`src/shared/serial_irq_pkg.sv`:
```
// constants, register map and types of the serial unit interrupt block
// Behaviour
// - receive-full rising from 0 to 1 sets the receive request flag
// - outside two-wire mode an overrun leaves the receive request alone
// - in two-wire mode an overrun also sets the receive request flag
// - channels 0 and 1 route collision events when their select bit is 1
// - channels 5 to 7 route collision and transmit events when select is 0
// - completion select plus error output enable after reset raises transmit
// - request-to-send goes low when ready to receive on external clock
// - request-to-send goes high as soon as a receive starts
// - request-to-send is inactive while the internal clock is selected
// - external clock start needs enable, full buffer, cts low, idle clock
// - edge select 0 shifts out falling, samples rising; 1 the reverse
// - shift clock only from an active transmitter, dummy data out on receive
// - internal clock shifting starts with transmit enabled and buffer written
// - new word while receive-full is set raises the overrun flag
// - external clock receive needs both enables, full buffer, idle clock
package serial_irq_pkg;
    localparam int ADDR_LSB = 2;
    localparam int IDX_W = 12;
    localparam logic [11:0] IDX_SEL_B = 12'h205;
    localparam logic [11:0] IDX_SEL_A = 12'h206;
    localparam logic [11:0] IDX_MODE = 12'h300;
    localparam logic [11:0] IDX_XFER = 12'h301;
    localparam logic [11:0] IDX_TXB = 12'h302;
    localparam logic [11:0] IDX_RXB = 12'h303;
    localparam logic [11:0] IDX_STAT = 12'h304;
    localparam logic [11:0] IDX_MASK = 12'h305;
    localparam logic [2:0] MODE_TWO_WIRE = 3'h2;
    localparam logic [3:0] FRAME_LAST = 4'h7;
    localparam int RT_CH0_COLL = 6;
    localparam int RT_CH1_COLL = 7;
    localparam int RT_CH5_COLL = 3;
    localparam int RT_CH5_TX = 4;
    localparam int RT_CH6_COLL = 5;
    localparam int RT_CH6_TX = 6;
    localparam int RT_CH7_COLL = 4;
    localparam int RT_CH7_TX = 5;

    typedef enum logic [1:0] {
        ST_IDLE = 2'h0,
        ST_SHIFT = 2'h1,
        ST_COND = 2'h3
    } state_type;

    typedef struct packed {
        logic cph;
        logic sub;
        logic twm;
        logic cts_en;
        logic rts_en;
        logic int_clk;
        logic [2:0] smd;
    } mode_type;

    typedef struct packed {
        logic stp_req;
        logic rst_req;
        logic sta_req;
        logic cond_sel;
        logic err_en;
        logic txirq_cmp;
        logic edge_sel;
        logic rx_en;
        logic tx_en;
    } xfer_type;

    typedef struct packed {
        logic ir;
        logic [2:0] lvl;
    } irqctl_type;

    typedef struct packed {
        logic cond;
        logic ovr;
        logic tx;
        logic rx;
    } evt_type;

    function automatic logic channel_ok(input int ch);
        return ch inside {0, 1, 2, 5, 6, 7};
    endfunction

    // register index of the receive, transmit and collision controls
    function automatic logic [11:0] ctl_idx(input int ch, input int kind);
        logic [11:0] t [3];
        t = '{12'h0, 12'h0, 12'h0};
        case (ch)
            0: t = '{12'h52, 12'h51, 12'h47};
            1: t = '{12'h54, 12'h53, 12'h46};
            2: t = '{12'h50, 12'h4f, 12'h4a};
            5: t = '{12'h6d, 12'h6c, 12'h6b};
            6: t = '{12'h70, 12'h6f, 12'h6e};
            7: t = '{12'h73, 12'h72, 12'h71};
            default: t = '{12'h0, 12'h0, 12'h0};
        endcase
        return t[kind];
    endfunction

    // shared-vector routing of collision (tx=0) or transmit (tx=1) events
    function automatic logic route_ok(input int ch, input logic tx,
                                      input logic [7:0] a,
                                      input logic [7:0] b);
        case (ch)
            0: return tx | a[RT_CH0_COLL];
            1: return tx | a[RT_CH1_COLL];
            5: return tx ? ~b[RT_CH5_TX] : ~b[RT_CH5_COLL];
            6: return tx ? ~b[RT_CH6_TX] : ~b[RT_CH6_COLL];
            7: return tx ? ~a[RT_CH7_TX] : ~a[RT_CH7_COLL];
            default: return 1'b1;
        endcase
    endfunction
endpackage
```
`src/logic/serial_irq_unit.sv`:
```
// one serial channel: sync shifter, flow control, interrupt requests
//
// Implementation choice: the AHB-Lite register port.
`timescale 1ns/1ps
module serial_irq_unit #(
    parameter int CHANNEL = 2, // channel number: 0, 1, 2, 5, 6 or 7
    parameter int HALF_CYCLES = 4 // internal shift clock half period
) (
    input logic hclk, // bus clock
    input logic hresetn, // async reset, active low
    input logic hsel, // slave select
    input logic [31:0] haddr, // byte address
    input logic [1:0] htrans, // transfer type
    input logic hwrite, // write when high
    input logic [2:0] hsize, // word only
    input logic [31:0] hwdata, // write data
    input logic hready, // bus ready
    output logic [31:0] hrdata, // read data
    output logic hreadyout, // always ready
    output logic hresp, // always okay
    input logic serial_clock_pin_i, // shift clock pin level
    output logic serial_clock_pin_o, // shift clock drive
    output logic serial_clock_pin_oe, // high while clock driven
    output logic serial_out_pin, // serial data out
    input logic serial_in_pin, // serial data in
    input logic cts_n, // clear-to-send, low active
    output logic rts_n, // request-to-send, low active
    output logic rx_vector_req, // receive request flag
    output logic tx_vector_req, // transmit request flag
    output logic coll_vector_req, // collision/condition request flag
    output logic irq // masked sticky status
);
    localparam logic [11:0] IDX_RXC = serial_irq_pkg::ctl_idx(CHANNEL, 0);
    localparam logic [11:0] IDX_TXC = serial_irq_pkg::ctl_idx(CHANNEL, 1);
    localparam logic [11:0] IDX_CLC = serial_irq_pkg::ctl_idx(CHANNEL, 2);
    localparam logic [7:0] HALF_LAST = 8'(HALF_CYCLES - 1);
    localparam int MW = $bits(serial_irq_pkg::mode_type);
    localparam int XW = $bits(serial_irq_pkg::xfer_type);
    localparam int CW = $bits(serial_irq_pkg::irqctl_type);
    localparam int EW = $bits(serial_irq_pkg::evt_type);

    if (!serial_irq_pkg::channel_ok(CHANNEL) || HALF_CYCLES < 1 ||
        HALF_CYCLES > 256) begin : g_bad_param
        $error("unsupported channel or half period");
    end

    typedef struct packed {
        logic [1:0] clk_s;
        logic [1:0] din_s;
        logic [1:0] cts_s;
        logic clk_prev;
        serial_irq_pkg::mode_type mode;
        serial_irq_pkg::xfer_type xfer;
        logic [7:0] txbuf;
        logic tx_full;
        logic [7:0] rxbuf;
        logic rx_full;
        logic overrun;
        logic [7:0] tsh;
        logic [7:0] rsh;
        logic rx_act;
        logic [3:0] bitcnt;
        logic [7:0] div;
        logic clk_out;
        logic dout;
        serial_irq_pkg::state_type state;
        serial_irq_pkg::irqctl_type rxc;
        serial_irq_pkg::irqctl_type txc;
        serial_irq_pkg::irqctl_type clc;
        logic [7:0] sel_a;
        logic [7:0] sel_b;
        serial_irq_pkg::evt_type stat;
        serial_irq_pkg::evt_type mask;
        logic tx_arm_prev;
        logic rts_n;
        logic dph_wr;
        logic [11:0] dph_idx;
        logic [31:0] rdata;
    } unit_state_type;

    unit_state_type q;
    unit_state_type d;
    serial_irq_pkg::evt_type ev;
    logic acc;
    logic [11:0] idx;
    logic clk_now;
    logic idle_lvl;
    logic lead;
    logic trail;
    logic tick;
    logic cts_ok;
    logic start_ok;
    logic done;
    logic full_after_rd;
    logic two_wire;
    logic mode_chg;
    logic wr_rxc;
    logic wr_clc;
    logic coll_route;
    logic tx_route;
    logic cond_tgt;
    logic [31:0] rd;

    // next-state logic; order matters: read clears, shifter, writes, sets
    always_comb begin
        d = q;
        ev = '0;
        rd = '0;
        mode_chg = 1'b0;
        tick = 1'b0;
        done = 1'b0;
        d.clk_s = {q.clk_s[0], serial_clock_pin_i};
        d.din_s = {q.din_s[0], serial_in_pin};
        d.cts_s = {q.cts_s[0], cts_n};
        acc = hsel && hready && htrans[1];
        idx = haddr[serial_irq_pkg::ADDR_LSB +: serial_irq_pkg::IDX_W];
        wr_rxc = q.dph_wr && q.dph_idx == IDX_RXC;
        wr_clc = q.dph_wr && q.dph_idx == IDX_CLC;
        two_wire = q.mode.smd == serial_irq_pkg::MODE_TWO_WIRE;
        coll_route = serial_irq_pkg::route_ok(CHANNEL, 1'b0, q.sel_a,
                                              q.sel_b);
        tx_route = serial_irq_pkg::route_ok(CHANNEL, 1'b1, q.sel_a,
                                            q.sel_b);

        // clock edges, either from own divider or the synchronised pin
        clk_now = q.mode.int_clk ? q.clk_out : q.clk_s[1];
        d.clk_prev = clk_now;
        idle_lvl = ~q.xfer.edge_sel;
        lead = q.clk_prev == idle_lvl && clk_now != idle_lvl;
        trail = q.clk_prev != idle_lvl && clk_now == idle_lvl;
        cts_ok = !q.mode.cts_en || !q.cts_s[1];
        start_ok = q.xfer.tx_en && q.tx_full && cts_ok &&
                   (q.mode.int_clk || q.clk_s[1] == idle_lvl);
        cond_tgt = !(q.xfer.sta_req || q.xfer.rst_req);

        // bus read: data sampled in the address phase, flags cleared
        if (acc && !hwrite) begin
            unique case (idx)
                IDX_RXC: rd = 32'(q.rxc);
                IDX_TXC: rd = 32'(q.txc);
                IDX_CLC: rd = 32'(q.clc);
                serial_irq_pkg::IDX_SEL_A: rd = 32'(q.sel_a);
                serial_irq_pkg::IDX_SEL_B: rd = 32'(q.sel_b);
                serial_irq_pkg::IDX_MODE: rd = 32'(q.mode);
                serial_irq_pkg::IDX_XFER: rd = 32'(q.xfer);
                serial_irq_pkg::IDX_TXB: rd = 32'(q.txbuf);
                serial_irq_pkg::IDX_RXB: begin
                    rd = 32'({!q.tx_full, q.rx_full, q.overrun, q.rxbuf});
                    d.rx_full = 1'b0;
                    d.overrun = 1'b0;
                end
                serial_irq_pkg::IDX_STAT: rd = 32'(q.stat);
                serial_irq_pkg::IDX_MASK: rd = 32'(q.mask);
                default: rd = '0;
            endcase
        end
        d.rdata = rd;
        d.dph_wr = acc && hwrite;
        d.dph_idx = idx;
        full_after_rd = d.rx_full;

        // divider runs only while a frame or a condition is under way
        if (q.state != serial_irq_pkg::ST_IDLE) begin
            d.div = q.div + 8'h1;
            if (q.div == HALF_LAST) begin
                d.div = '0;
                tick = 1'b1;
            end
        end

        // shifter; the clock exists only while the transmitter runs
        unique case (q.state)
            serial_irq_pkg::ST_IDLE: begin
                d.div = '0;
                d.bitcnt = '0;
                d.clk_out = idle_lvl;
                d.dout = 1'b1;
                if (q.xfer.cond_sel &&
                    (q.xfer.sta_req || q.xfer.rst_req || q.xfer.stp_req)) begin
                    d.state = serial_irq_pkg::ST_COND;
                    d.dout = !cond_tgt;
                    d.clk_out = 1'b1;
                end else if (start_ok) begin
                    d.state = serial_irq_pkg::ST_SHIFT;
                    d.tsh = q.txbuf;
                    d.tx_full = 1'b0;
                    d.rx_act = q.xfer.rx_en;
                    ev.tx = !q.xfer.txirq_cmp;
                end
            end
            serial_irq_pkg::ST_SHIFT: begin
                if (q.mode.int_clk && tick) begin
                    d.clk_out = !q.clk_out;
                end
                if (lead) begin
                    d.dout = q.tsh[0];
                end
                if (trail) begin
                    d.rsh = {q.din_s[1], q.rsh[7:1]};
                    d.tsh = {1'b1, q.tsh[7:1]};
                    d.bitcnt = q.bitcnt + 4'h1;
                    ev.cond = two_wire && q.dout && !q.din_s[1];
                    done = q.bitcnt == serial_irq_pkg::FRAME_LAST;
                end
                if (done) begin
                    d.state = serial_irq_pkg::ST_IDLE;
                    ev.tx = q.xfer.txirq_cmp;
                    if (q.rx_act) begin
                        d.rxbuf = {q.din_s[1], q.rsh[7:1]};
                        d.rx_full = 1'b1;
                        ev.ovr = full_after_rd;
                        ev.rx = !full_after_rd;
                        // keep a same-cycle read clear, add the new overrun
                        d.overrun = d.overrun | full_after_rd;
                    end
                end
            end
            serial_irq_pkg::ST_COND: begin
                d.clk_out = 1'b1;
                if (tick) begin
                    d.bitcnt = q.bitcnt + 4'h1;
                    d.dout = cond_tgt;
                    if (q.bitcnt != '0) begin
                        d.state = serial_irq_pkg::ST_IDLE;
                        d.xfer.sta_req = 1'b0;
                        d.xfer.rst_req = 1'b0;
                        d.xfer.stp_req = 1'b0;
                        ev.cond = 1'b1;
                    end
                end
            end
            default: d.state = serial_irq_pkg::ST_IDLE;
        endcase

        // bus write, data phase; request flags only cleared by a 0 write
        if (q.dph_wr) begin
            unique case (q.dph_idx)
                IDX_RXC: d.rxc = hwdata[CW-1:0];
                IDX_TXC: d.txc = hwdata[CW-1:0];
                IDX_CLC: d.clc = hwdata[CW-1:0];
                serial_irq_pkg::IDX_SEL_A: d.sel_a = hwdata[7:0];
                serial_irq_pkg::IDX_SEL_B: d.sel_b = hwdata[7:0];
                serial_irq_pkg::IDX_MODE: begin
                    d.mode = hwdata[MW-1:0];
                    mode_chg = d.mode.smd != q.mode.smd ||
                               d.mode.twm != q.mode.twm ||
                               d.mode.sub != q.mode.sub ||
                               d.mode.cph != q.mode.cph;
                end
                serial_irq_pkg::IDX_XFER: d.xfer = hwdata[XW-1:0];
                serial_irq_pkg::IDX_TXB: begin
                    d.txbuf = hwdata[7:0];
                    d.tx_full = 1'b1;
                end
                serial_irq_pkg::IDX_STAT: d.stat = q.stat & ~hwdata[EW-1:0];
                serial_irq_pkg::IDX_MASK: d.mask = hwdata[EW-1:0];
                default: d.dph_wr = d.dph_wr;
            endcase
        end

        // completion source armed by select and error output: a rise
        // right after reset already requests, software then clears it
        d.tx_arm_prev = q.xfer.txirq_cmp && q.xfer.err_en &&
                        q.state == serial_irq_pkg::ST_IDLE;
        ev.tx = ev.tx || (d.tx_arm_prev && !q.tx_arm_prev);

        // hardware sets win over a clearing write in the same cycle
        mode_chg = mode_chg && d.mode.smd == serial_irq_pkg::MODE_TWO_WIRE;
        if (ev.rx || (ev.ovr && two_wire) ||
            mode_chg) begin
            d.rxc.ir = 1'b1;
        end
        if ((ev.tx && tx_route) || mode_chg) begin
            d.txc.ir = 1'b1;
        end
        if (ev.cond && coll_route) begin
            d.clc.ir = 1'b1;
        end
        d.stat = d.stat | ev;

        // ready-to-receive flag, dropped once a frame starts
        d.rts_n = !(q.mode.rts_en && !q.mode.int_clk && q.xfer.rx_en &&
                    d.state == serial_irq_pkg::ST_IDLE);
    end

    // single state register; reset takes constants only
    always_ff @(posedge hclk or negedge hresetn) begin
        if (!hresetn) begin
            q <= '0;
            q.clk_prev <= 1'b1;
            q.clk_out <= 1'b1;
            q.dout <= 1'b1;
            q.rts_n <= 1'b1;
        end else begin
            q <= d;
        end
    end

    // zero wait state slave; a read does not see a write of the transfer just before it
    assign hrdata = q.rdata;
    assign hreadyout = 1'b1;
    assign hresp = 1'b0;
    assign serial_clock_pin_o = q.clk_out;
    assign serial_clock_pin_oe = q.mode.int_clk;
    assign serial_out_pin = q.dout;
    assign rts_n = q.rts_n;
    assign rx_vector_req = q.rxc.ir;
    assign tx_vector_req = q.txc.ir;
    assign coll_vector_req = q.clc.ir;
    assign irq = |(q.stat & q.mask);
endmodule

```
`config.mk`:
```
export PLATFORM = sky130hd
export DESIGN_NAME = serial_irq_unit
export DESIGN_NICKNAME = d
export VERILOG_FILES = /design/src/shared/serial_irq_pkg.sv /design/src/logic/serial_irq_unit.sv
export SDC_FILE = /design/constraint.sdc
export NUM_CORES = 1
export LEC_CHECK = 0
export ABC_AREA = 1
export ABC_CLOCK_PERIOD_IN_PS = 3300
export BUFFER_PORTS_ARGS = -buffer_cell sky130_fd_sc_hd__buf_2
export CAP_MARGIN = 20
export CORE_ASPECT_RATIO = 1.25
export CORE_MARGIN = 2
export CORE_UTILIZATION = 61
export DETAILED_ROUTE_END_ITERATION = 12
export PLACE_DENSITY_LB_ADDON = 0.1
export SYNTH_ARGS = -nofsm -noshare
export SYNTH_HDL_FRONTEND = slang
export SYNTH_SLANG_ARGS = --single-unit
```
`constraint.sdc`:
```
create_clock -name hclk -period 3.3 [get_ports hclk]
set_input_delay 0.165 -clock hclk [delete_from_list [all_inputs] [get_ports hclk]]
set_output_delay 0.165 -clock hclk [all_outputs]
set_load 0.01 [all_outputs]
```
==> flow_summary.json <==
{
  "wire_per_inst_um": 16.32,
  "clock_sinks": 138,
  "fin_util": 0.7152,
  "hold_path_class": "input port to register",
  "tightest_slew_ns": 0.9640,
  "final_area_mm2": 0.007965,
  "path_cells": "inv_1 -> ha_1 -> inv_2 -> nor2_8 -> nand3_4 -> inv_1 -> o21ai_0 -> nand3_1",
  "critical_path.max_fanout": 19,
  "ant_nets": 0,
  "drv_cap": 0,
  "final_hold_viol_count": 0,
  "synth_cells": 879,
  "die_w_um": 99.72,
  "first_iter_violations": 412,
  "finalWeightedCongestion": 0.9451,
  "yosysSeqAreaShare": 0.4950,
  "critPathLaunch": "q[84]$_DFF_PN0_",
  "cts_tree": "done",
  "syn2layout_area_growth_pct": 14.00,
  "async_flop_share": 1.000,
  "grt_max_degree": 93,
  "ys_warn_count": 0,
  "power.density_mw_per_mm2": 521.1,
  "port_buffers": 48,
  "worstSetupPathDepth": 8,
  "fin_skew_ns": 0.009199,
  "regToRegStartpoint": "q[84]$_DFF_PN0_",
  "worst_path_largest_cell_delay_ns": 0.49,
  "path_class": "register to register",
  "cp_common_cell": "inv_1",
  "hold_depth": 3,
  "startpoint_type": "register",
  "initial_utilization": 0.6273,
  "grt_pass1_vias": 5857,
  "drive_above_1_share": 0.1293,
  "fin_tns_setup_ns": 0,
  "r2r_cells": 8,
  "grt_pass1_wl_mm": 28.28,
  "p_leak_nw": 4.242,
  "synth_enable_flop_cells": 0,
  "ioPinCount": 119,
  "rsz0062_at_grt": "false",
  "rrSetupSlack_ns": 0.94,
  "grt.total_usage": 0.3008,
  "crit_arrival_ns": 2.72,
  "synth_area_mm2": 0.006987,
  "die_area_mm2": 0.01233,
  "drtPass1Iterations": 7,
  "crit_buf_inv": 3,
  "route.detailed.drc": 0,
  "antenna_found_initial": 0,
  "post-route-period-util": 0.7166,
  "gr-total-overflow": 0,
  "wirelength_mm": 17.72,
  "cts_post_setup_buffers_inserted": 0,
  "most-common-layout-cells": "nand2_1, dfrtp_1, nor2_1, inv_1, nand3_1",
  "ys_ff_latch": 138,
  "status": "completed",
  "root_buffer": "clkbuf_16",
  "layout.nets": 1022,
  "slew_headroom": 0.3549,
  "syn_avg_cell_area_um2": 7.948,
  "ir_drop_uv": 427.6,
  "numCtsBuffers": 17,
  "clk-insertion-delay-late_ns": 0.42,
  "worst-endpoint-required_ns": 3.66,
  "via_per_inst": 5.590,
  "dieHeight_um": 123.7,
  "synth_ff_type": "dfrtp_1",
  "fin_crit_ns": 2.365,
  "cts_htree_levels": 4,
  "cts_hold_buf": 18,
  "drv_slew": 0,
  "post-dp-hpwl_mm": 12.41,
  "fmax_mhz": 422.9,
  "cpLargestDelayFamily": "simple AND/OR/NAND/NOR gates",
  "diodes": 0,
  "r2r-end": "rx_vector_req$_DFFE_PN0P_",
  "clockBufferDepth": 2,
  "cts_resized": 0,
  "ys_types": 39,
  "cts.reportedPaths.clkPinSlew_ns": 0.06,
  "coreArea_mm2": 0.01114,
  "critPathCaptureType": "register",
  "vias": 6071,
  "setup_viol": 0,
  "layout_commonest_cell": "nand2_1",
  "crit_end": "rx_vector_req$_DFFE_PN0P_",
  "postPlaceCellArea_mm2": 0.007147,
  "crit_slowest_cell": "ha_1",
  "rows": 43
}
[worst reg2reg max path: cells and delay by family (launching register included)]
family	cells	cell delay, ns
AOI/OAI and AO/OA	1	0.20
adders and majority gates	1	0.49
buffers and inverters	3	0.50
DFF	1	0.40
and+or+nand+nor	3	0.70
[cell families (layout without fill, tap and decap cells)]
family                     Yosys count  in the layout  share of synthesized area
DFF                                138            138                     0.4950
buffers and inverters              142            193                     0.1005
AOI/OAI and AO/OA                  117            117                    0.09312
adders and majority gates            7              7                    0.01254
xor gates and xnor gates             6              6                   0.007521
muxes                                1              1                   0.001612
and+or+nand+nor                    466            466                     0.2887
other                                2             23                   0.001075
[layout make-up]
| cell class | instances | area [µm²] |
|---|---|---|
| flip-flops and latches | 138 | 3458 |
| fillers | 882 | 3172 |
| multi-input cells | 620 | 2905 |
| clock buffers | 22 | 474.2 |
| repair buffers | 69 | 449.2 |
| inverters | 92 | 345.3 |
| well taps | 135 | 168.9 |
| clock inverters | 10 | 163.9 |
[power by group]
group          leakage (nW)  internal (mW)  switching, mW
clock network         0.311           1.33          0.719
registers              1.56           1.77         0.0478
logic                  2.37         0.0918          0.197
total                  4.24           3.19          0.964
[registers in the layout, summed over array words and instances, names as in the netlist]
name / cells
serial_clock_pin_o: 1
d: 3
q: 117
rts_n: 1
tx_vector_req: 1
serial_clock_pin_oe: 1
serial_out_pin: 1
coll_vector_req: 1
hrdata: 11
rx_vector_req: 1
[metrics by stage]
| step | hold WS (ns) | std cells | power (mW) | setup WS [ns] |
|---|---|---|---|---|
| floorplan | -0.1306 | 900 | 2.012 | 1.769 |
| global placement | 0.2743 | 1036 | 2.089 | 1.032 |
| detailed placement | 0.2751 | 1036 | 2.104 | 1.004 |
| finish | 0.05201 | 1086 | 4.151 | 0.9354 |
| CTS | 0.03857 | 1086 | 4.156 | 0.9788 |
| global route | 0.04946 | 1086 | 4.284 | 0.8075 |
[worst min path at each step]
stage | start | endpoint | slack [ns]
final | hwdata[3] | tx_vector_req$_DFFE_PN0P_ | 0.05
after global routing | hwdata[3] | tx_vector_req$_DFFE_PN0P_ | 0.05
after CTS | hwdata[3] | tx_vector_req$_DFFE_PN0P_ | 0.04
after detailed placement | serial_clock_pin_i | d[159]$_DFF_PN0_ | 0.28
after global placement | serial_clock_pin_i | d[159]$_DFF_PN0_ | 0.27
after floorplan | hresetn | coll_vector_req$_DFFE_PN0P_ | -0.13
[cell usage after synthesis (2+ instances only)]
library cell  instances  area, µm²
nand3_4               2      35.03
nand3_2               3      30.03
o21ai_1               8      40.04
inv_1                86      322.8
buf_2                 3      15.01
inv_2                 6      22.52
nand3_1              84      420.4
dfstp_2               4      105.1
nor2_2                5      31.28
nor3b_1               2      15.01
or2_2                 2      12.51
nor2_1               99      371.6
dfrtp_1             134       3353
nor3_1                7      35.03
o22ai_1               3      18.77
buf_4                36      270.3
o211ai_1              2      15.01
nand2_1             240      900.9
o21ai_2               8      70.07
clkbuf_1              7      26.28
conb_1                2      7.510
a21oi_1               9      45.04
nand4_1              12      75.07
xor2_1                6      52.55
buf_6                 4      45.04
nand2_2               5      31.28
ha_1                  7      87.58
o21ai_0              82      410.4
[per-layer routing]
metal | wire length [µm] | vias up | share of wire | global-route usage
met5 | 0 | - | 0 | 0
met3 | 988 | 57 | 0.056 | 0.04770
met4 | 910 | 0 | 0.051 | 0.1798
met1 | 6778 | 2897 | 0.38 | 0.3579
met2 | 9044 | 230 | 0.51 | 0.5169
li1 | - | 2887 | - | -
Power figures use the tool's default switching activity.
